File: src/design/iotp_pkg.sv
// Package: register map, field layouts and reset values of the oscillator tuner
package iotp_pkg;

  localparam logic [3:0] IOTP_OFS_TUNING  = 4'h0;
  localparam logic [3:0] IOTP_OFS_CONTROL = 4'h4;
  localparam logic [3:0] IOTP_OFS_STATUS  = 4'h8;

  localparam int IOTP_SRC_BIT  = 7;
  localparam int IOTP_PLL_BIT  = 6;
  localparam int IOTP_TRIM_LSB = 0;
  localparam int IOTP_TRIM_W   = 6;

  localparam logic [7:0] IOTP_TUNING_RST = 8'h00;
  localparam logic [2:0] IOTP_FSEL_RST   = 3'h3;
  localparam logic       IOTP_MSEL_RST   = 1'b0;

  // Frequency select codes
  localparam logic [2:0] IOTP_F16M  = 3'h7;
  localparam logic [2:0] IOTP_F8M   = 3'h6;
  localparam logic [2:0] IOTP_F4M   = 3'h5;
  localparam logic [2:0] IOTP_F2M   = 3'h4;
  localparam logic [2:0] IOTP_F1M   = 3'h3;
  localparam logic [2:0] IOTP_F500K = 3'h2;
  localparam logic [2:0] IOTP_F250K = 3'h1;
  localparam logic [2:0] IOTP_F31K  = 3'h0;

  localparam int IOTP_HF_DIV_W = 9;
  localparam int IOTP_MF_DIV_W = 4;

  typedef struct packed {
    logic                   low_freq_source_select;
    logic                   pll_soft_enable;
    logic [IOTP_TRIM_W-1:0] freq_trim;
  } iotp_tuning_type;

  typedef struct packed {
    logic       medium_osc_select;
    logic [2:0] internal_freq_select;
  } iotp_control_type;

  typedef enum logic [2:0] {
    IOTP_SRC_HF = 3'b001,
    IOTP_SRC_MF = 3'b010,
    IOTP_SRC_LF = 3'b100
  } iotp_src_type;

endpackage

File: src/design/iotp_top.sv
// Oscillator tuning, internal clock selection and multiplier enable block
`timescale 1ns/10ps
`default_nettype none

module iotp_top
  import iotp_pkg::*;
(
  input  wire logic        clk_i,
  input  wire logic        sys_rst_i,
  input  wire logic [3:0]  avs_address_i,
  input  wire logic        avs_read_i,
  input  wire logic        avs_write_i,
  input  wire logic [31:0] avs_writedata_i,
  output logic      [31:0] avs_readdata_o,
  output logic             avs_waitrequest_o,
  input  wire logic        high_freq_internal_osc_i,
  input  wire logic        medium_freq_internal_osc_i,
  input  wire logic        low_freq_internal_osc_i,
  input  wire logic        pll_config_enable_i,
  input  wire logic        ext_osc_mode_i,
  output logic      [5:0]  freq_trim_o,
  output logic             pll_enable_o,
  output logic             low_freq_source_select_o,
  output logic             medium_osc_select_o,
  output logic      [2:0]  internal_freq_select_o,
  output logic             internal_clock_output_o,
  output logic             lf_timer_clk_o,
  output logic             lf_primary_clk_o
);

  iotp_tuning_type  tuning_q;
  iotp_control_type control_q;
  logic             wait_q;
  logic [31:0]      rdata_q;
  logic [2:0]       hf_sync_q;
  logic [2:0]       mf_sync_q;
  logic [1:0]       lf_sync_q;
  logic [IOTP_HF_DIV_W-1:0] hf_div_q;
  logic [IOTP_MF_DIV_W-1:0] mf_div_q;
  logic             int_clk_q;
  logic             int_clk_d;
  logic             pll_q;
  logic             pll_d;
  logic             lf_tmr_q;
  logic             lf_pri_q;
  iotp_src_type     src_d;
  logic             acc;
  logic             wr_en;

  assign acc   = (avs_read_i | avs_write_i) & wait_q;
  assign wr_en = avs_write_i & ~wait_q;

  function automatic logic [31:0] iotp_rd(input logic [3:0] a,
                                          input iotp_tuning_type t,
                                          input iotp_control_type c,
                                          input logic p,
                                          input iotp_src_type s);
    logic [31:0] r;
    r = 32'h0000_0000;
    case (a)
      IOTP_OFS_TUNING:  r = {24'h00_0000, t};
      IOTP_OFS_CONTROL: r = {28'h000_0000, c};
      IOTP_OFS_STATUS:  r = {28'h000_0000, s, p};
      default:          r = 32'h0000_0000;
    endcase
    return r;
  endfunction

  // One wait cycle per access, fixed; a trim write never holds the bus longer
  always_ff @(posedge clk_i) begin
    if (sys_rst_i) begin
      wait_q  <= 1'b1;
      rdata_q <= 32'h0000_0000;
    end else if (acc) begin
      wait_q  <= 1'b0;
      rdata_q <= iotp_rd(avs_address_i, tuning_q, control_q, pll_q, src_d);
    end else begin
      wait_q  <= 1'b1;
    end
  end

  // Tuning register: source select, soft PLL enable, signed trim
  always_ff @(posedge clk_i) begin
    if (sys_rst_i) begin
      tuning_q <= IOTP_TUNING_RST;
    end else if (wr_en && avs_address_i == IOTP_OFS_TUNING) begin
      tuning_q.low_freq_source_select <= avs_writedata_i[IOTP_SRC_BIT];
      tuning_q.pll_soft_enable        <= avs_writedata_i[IOTP_PLL_BIT];
      tuning_q.freq_trim <=
        avs_writedata_i[IOTP_TRIM_LSB +: IOTP_TRIM_W];
    end
  end

  always_ff @(posedge clk_i) begin
    if (sys_rst_i) begin
      control_q.internal_freq_select <= IOTP_FSEL_RST;
      control_q.medium_osc_select    <= IOTP_MSEL_RST;
    end else if (wr_en && avs_address_i == IOTP_OFS_CONTROL) begin
      control_q <= avs_writedata_i[3:0];
    end
  end

  // Oscillator pins are foreign to clk_i; two stages before any edge logic
  always_ff @(posedge clk_i) begin
    if (sys_rst_i) begin
      hf_sync_q <= 3'h0;
      mf_sync_q <= 3'h0;
      lf_sync_q <= 2'h0;
    end else begin
      hf_sync_q <= {hf_sync_q[1:0], high_freq_internal_osc_i};
      mf_sync_q <= {mf_sync_q[1:0], medium_freq_internal_osc_i};
      lf_sync_q <= {lf_sync_q[0], low_freq_internal_osc_i};
    end
  end

  // Ripple-free dividers counting oscillator rising edges
  always_ff @(posedge clk_i) begin
    if (sys_rst_i) begin
      hf_div_q <= '0;
      mf_div_q <= '0;
    end else begin
      if (hf_sync_q[1] & ~hf_sync_q[2]) begin
        hf_div_q <= hf_div_q + 1'b1;
      end
      if (mf_sync_q[1] & ~mf_sync_q[2]) begin
        mf_div_q <= mf_div_q + 1'b1;
      end
    end
  end

  // Source used for the selected rate
  always_comb begin
    src_d = IOTP_SRC_HF;
    case (control_q.internal_freq_select)
      IOTP_F500K,
      IOTP_F250K: begin
        src_d = control_q.medium_osc_select ? IOTP_SRC_MF
                                            : IOTP_SRC_HF;
      end
      IOTP_F31K: begin
        if (!tuning_q.low_freq_source_select) begin
          src_d = IOTP_SRC_LF;
        end else if (control_q.medium_osc_select) begin
          src_d = IOTP_SRC_MF;
        end else begin
          src_d = IOTP_SRC_HF;
        end
      end
      default: src_d = IOTP_SRC_HF;
    endcase
  end

  // Divided taps: HF bit n is 16 MHz / 2^(n+1), MF bit n is 500 kHz / 2^(n+1)
  always_comb begin
    int_clk_d = hf_sync_q[1];
    case (control_q.internal_freq_select)
      IOTP_F16M:  int_clk_d = hf_sync_q[1];
      IOTP_F8M:   int_clk_d = hf_div_q[0];
      IOTP_F4M:   int_clk_d = hf_div_q[1];
      IOTP_F2M:   int_clk_d = hf_div_q[2];
      IOTP_F1M:   int_clk_d = hf_div_q[3];
      IOTP_F500K: begin
        int_clk_d = (src_d == IOTP_SRC_MF) ? mf_sync_q[1] : hf_div_q[4];
      end
      IOTP_F250K: begin
        int_clk_d = (src_d == IOTP_SRC_MF) ? mf_div_q[0] : hf_div_q[5];
      end
      IOTP_F31K: begin
        case (src_d)
          IOTP_SRC_LF: int_clk_d = lf_sync_q[1];
          IOTP_SRC_MF: int_clk_d = mf_div_q[3];
          IOTP_SRC_HF: int_clk_d = hf_div_q[8];
          default:     int_clk_d = lf_sync_q[1];
        endcase
      end
      default: int_clk_d = hf_div_q[3];
    endcase
  end

  // Config bit only counts in external modes
  always_comb begin
    if (ext_osc_mode_i) begin
      pll_d = pll_config_enable_i | tuning_q.pll_soft_enable;
    end else begin
      pll_d = tuning_q.pll_soft_enable;
    end
  end

  // The analog multiplier does the x4; this block only gates it, so the
  // input range check stays with software
  always_ff @(posedge clk_i) begin
    if (sys_rst_i) begin
      pll_q <= 1'b0;
    end else begin
      pll_q <= pll_d;
    end
  end

  always_ff @(posedge clk_i) begin
    if (sys_rst_i) begin
      int_clk_q <= 1'b0;
      lf_tmr_q  <= 1'b0;
      lf_pri_q  <= 1'b0;
    end else begin
      int_clk_q <= int_clk_d;
      lf_tmr_q  <= lf_sync_q[1];
      lf_pri_q  <= lf_sync_q[1];
    end
  end

  // Trim reaches only the HF/MF analog trim; oscillators slew on their own
  assign freq_trim_o              = tuning_q.freq_trim;
  assign pll_enable_o             = pll_q;
  assign low_freq_source_select_o = tuning_q.low_freq_source_select;
  assign medium_osc_select_o      = control_q.medium_osc_select;
  assign internal_freq_select_o   = control_q.internal_freq_select;
  assign internal_clock_output_o  = int_clk_q;
  assign lf_timer_clk_o           = lf_tmr_q;
  assign lf_primary_clk_o         = lf_pri_q;
  assign avs_readdata_o           = rdata_q;
  assign avs_waitrequest_o        = wait_q;

endmodule

`default_nettype wire

File: config.mk
export PLATFORM = sky130hd
export DESIGN_NAME = iotp_top
export DESIGN_NICKNAME = d
export VERILOG_FILES = /design/src/design/iotp_pkg.sv /design/src/design/iotp_top.sv
export SDC_FILE = /design/constraint.sdc
export NUM_CORES = 1
export LEC_CHECK = 0
export BUFFER_PORTS_ARGS = -buffer_cell sky130_fd_sc_hd__buf_2
export CORE_MARGIN = 10
export CORE_UTILIZATION = 49
export CTS_BUF_LIST = sky130_fd_sc_hd__clkbuf_8
export CTS_CLUSTER_SIZE = 28
export DETAILED_ROUTE_END_ITERATION = 7
export PLACE_DENSITY = 0.82
export SKIP_CTS_REPAIR_TIMING = 1
export SYNTH_ARGS = -nofsm -noshare
export SYNTH_HDL_FRONTEND = slang
export SYNTH_SLANG_ARGS = --single-unit
File: constraint.sdc
create_clock -name clk_i -period 1.55 [get_ports clk_i]
set_input_delay 0.0775 -clock clk_i [delete_from_list [all_inputs] [get_ports clk_i]]
set_output_delay 0.0775 -clock clk_i [all_outputs]
set_load 0.05 [all_outputs]
==> flow_metrics.tcl <==
set metrics [dict create \
    dpl.cell_count 308 \
    postRouteWirelength_um 4500 \
    synth_edf_count 0 \
    xor_xnor_share_of_the_synthesized_area 0.0454 \
    power_density_over_cell_area_nw_per_um2 907 \
    tritoncts "built" \
    post_synth_inst_count 225 \
    synth_sequential_area_ratio 0.425 \
    area_of_the_die_um2 7360 \
    pwr-share-seq 0.552 \
    worst-r2r-cell-count 4 \
    worst_hold_slack_ns 0.0160 \
    timing.final.crit_period_ns 1.36 \
    critical-path-max-stage-delay_ns 0.38 \
    post_synth_and_or_nand_nor_area_fraction 0.195 \
    min_period_over_period 0.879 \
    drc 0 \
    synth.mux.area_fraction 0.0767 \
    worst_hold_path.endpoint "pll_enable_o" \
    core_region_area_um2 4090 \
    placementRows 23 \
    gpl.final_weighted_congestion 0.780 \
    grt_pass1_vias 1518 \
    clkSinkCount 45 \
    worst_path_clk_slew_ns 0.08 \
    timing.critical_path.from_type "flip-flop" \
    detail_route.wl_per_cell_um 14.1 \
    initial_utilization 0.519 \
    synth_async_sr_flop_share 0 \
    routed-via-count 1588 \
    worstReg2RegEnd "avs_readdata_o[2]" \
    maxCapViolations 0 \
    status "finished clean" \
    first_pass_drt_iterations 5 \
    post-synth-top-area-cell "sky130_fd_sc_hd__dfxtp_1" \
    grt_first_pass_wirelength_um 7200 \
    clkPwrFrac 0.311 \
    cp.buffers_inverters 0 \
    die_w_um 85.8 \
    clk_path_buf_depth 2 \
    dpl.hpwl_um 3430 \
    synth_fa_ha_area_frac 0.0118 \
    synth_warnings 0 \
    fraction_of_power_spent_switching_nets 0.284 \
    synth-compound-area-share 0.108 \
    synth_cell_area_um2 2120 \
    synth_area_per_cell_um2 9.43 \
    ys_types 41 \
    final_common_cell "sky130_fd_sc_hd__buf_2" \
    finish_stage_setup_viols 0 \
    area_growth_syn_to_layout_pct 12.0 \
    cellInternalPower_mw 1.54 \
    drtAntennaViolNets 0 \
    standard_cell_with_the_maximum_stage_delay_on_the_critical_path "sky130_fd_sc_hd__dfxtp_2" \
    port_buffer_cells 44 \
    finalHoldViolations 0 \
    worstHoldStart "pll_config_enable_i" \
    setup_total_negative_slack_ns 0 \
    max_fanout_on_critical_path 9 \
    leakage_nw 1.11 \
    design_power_total_mw 2.15 \
    criticalPathCategory "flip-flop to flip-flop" \
    pin_count 93 \
    cts_root_buffer "sky130_fd_sc_hd__clkbuf_8" \
    nets 315 \
    crit_family "compound AO/OA/AOI/OAI gates" \
    global_route_usage_sum 0.118 \
    cp_data_required_time_ns 1.74 \
    highest_count_cells_in_the_layout_ignoring_fill_and_taps "sky130_fd_sc_hd__buf_2, sky130_fd_sc_hd__dfxtp_1, sky130_fd_sc_hd__nor2_1" \
    ys_top_cells_by_area "sky130_fd_sc_hd__dfxtp_1, sky130_fd_sc_hd__buf_4, sky130_fd_sc_hd__mux2i_1" \
    final_layout_size_suffix_gt1_frac 0.249 \
    dominant_combinational_cell_family_by_area_after_synthesis "simple AND/OR/NAND/NOR gates" \
    end_kind "flip-flop" \
    setup.reg_to_reg.worst_slack_ns 0.19 \
    grt-ovfl-total 0 \
    layoutNonFillerInstCount 319 \
    vias_per_cell 4.98 \
    n_antenna_cell 0 \
    worst_ep_arrival_time_ns 1.55 \
    crit_path_cell_trace "or3_1 -> a41oi_1 -> o21ai_0 -> a22o_1" \
    drtIter0Drc 129 \
    synth_flop_cell "sky130_fd_sc_hd__dfxtp_1" \
    worst_r2r_startpoint "internal_freq_select_o[1]" \
    finalMaxSlewViolations 0 \
    grt_max_degree 26 \
    worstHoldPathCells 3 \
    clk_latency_ns 0.29 \
    ir_drop_uv 487 \
    fmaxAchievable_mhz 734 \
    hold_crit_path_type "input pin to flip-flop" \
    antenna_violations_before_repair 0 \
    ys_ff_latch 45 \
    power.combinational.fraction 0.137 \
    htreeDepth 2 \
    unrepaired_setup_endpoints_after_global_routing "no" \
    die-height_um 85.8 \
    finalClockSkew_ns 0.00722 \
    p_switching_mw 0.612 \
    cts_buffers 5 \
    synth_top_area_share 0.425 \
]
per-stage QoR:
step                cell area, um^2   util  worst slack [ns]
finish                         2380  0.581             0.188
global route                   2380  0.581            0.0855
CTS                            2350  0.574             0.159
detailed placement             2270  0.555             0.201
global placement               2270  0.555             0.214
floorplan                      2210      -            0.0133
sequential cells by signal (all words and copies together) (netlist names), 2 cells and up:
register	count
hf_div_q	9
avs_readdata_o	8
freq_trim_o	6
mf_div_q	4
hf_sync_q	3
internal_freq_select_o	3
mf_sync_q	3
lf_sync_q	2
cell families after synthesis:
| group | count (synthesis) |
|---|---|
| fa+ha+maj | 2 |
| flops | 45 |
| buf+inv | 43 |
| other cells | 1 |
| compound gates | 29 |
| simple gates | 79 |
| mux | 15 |
| xor+xnor | 11 |
layer usage:
metal  part of all wire  routed length [um]  global-route usage
met2               0.49                2200               0.191
met5                  0                   0                   0
met1               0.41                1860               0.130
met3              0.092                 416              0.0653
met4             0.0040                  18              0.0329
power by group through the flow:
stage | registers, mW | clock network [mW] | logic (mW)
after floorplan | 1.23 | 0 | 0.258
after global placement | 1.22 | 0 | 0.284
after detailed placement | 1.22 | 0 | 0.287
after CTS | 1.19 | 0.687 | 0.287
after global routing | 1.19 | 0.744 | 0.315
final | 1.19 | 0.669 | 0.295
tightest hold or removal path: cells and delay by family:
family	cells	cell delay (ns)
buf+inv	1	0.07
simple gates	1	0.07
compound gates	1	0.05
cell usage after synthesis, types with 2 or more instances:
master	instances
sky130_fd_sc_hd__nand4_1	3
sky130_fd_sc_hd__buf_4	31
sky130_fd_sc_hd__clkbuf_1	5
sky130_fd_sc_hd__o2bb2ai_1	2
sky130_fd_sc_hd__a22o_1	2
sky130_fd_sc_hd__nor2_1	30
sky130_fd_sc_hd__nor2b_1	15
sky130_fd_sc_hd__xnor2_1	2
sky130_fd_sc_hd__o21ai_0	5
sky130_fd_sc_hd__dfxtp_1	45
sky130_fd_sc_hd__mux2i_1	14
sky130_fd_sc_hd__nand3_1	6
sky130_fd_sc_hd__a21oi_1	5
sky130_fd_sc_hd__nand3b_1	2
sky130_fd_sc_hd__xor2_1	9
sky130_fd_sc_hd__a22oi_1	6
sky130_fd_sc_hd__and4b_1	2
sky130_fd_sc_hd__inv_1	2
sky130_fd_sc_hd__ha_1	2
sky130_fd_sc_hd__buf_2	4
sky130_fd_sc_hd__or3_1	2
sky130_fd_sc_hd__nand2_1	12
worst max path at each step:
stage                              start                       to  slack (ns)  cells past startpoint
3_3_place_gp   internal_freq_select_o[1]        avs_readdata_o[2]        0.21                      4
3_5_place_dp   internal_freq_select_o[1]        avs_readdata_o[2]        0.20                      4
6_report       internal_freq_select_o[1]        avs_readdata_o[2]        0.19                      4
4_1_cts                avs_waitrequest_o           freq_trim_o[0]        0.16                      4
5_1_grt                avs_waitrequest_o           freq_trim_o[0]        0.09                      4
2_1_floorplan  internal_freq_select_o[1]  internal_clock_output_o        0.01                      5
layout make-up:
type,instances,area [um^2]
Clock buffer,5,68.8
Tap cell,50,62.6
Fill cell,366,1710
Sequential cell,45,906
Timing Repair Buffer,54,303
Clock inverter,3,11.3
Inverter,2,7.51
Multi-Input combinational cell,160,1020
No activity file was read; power rests on OpenSTA's default activity.
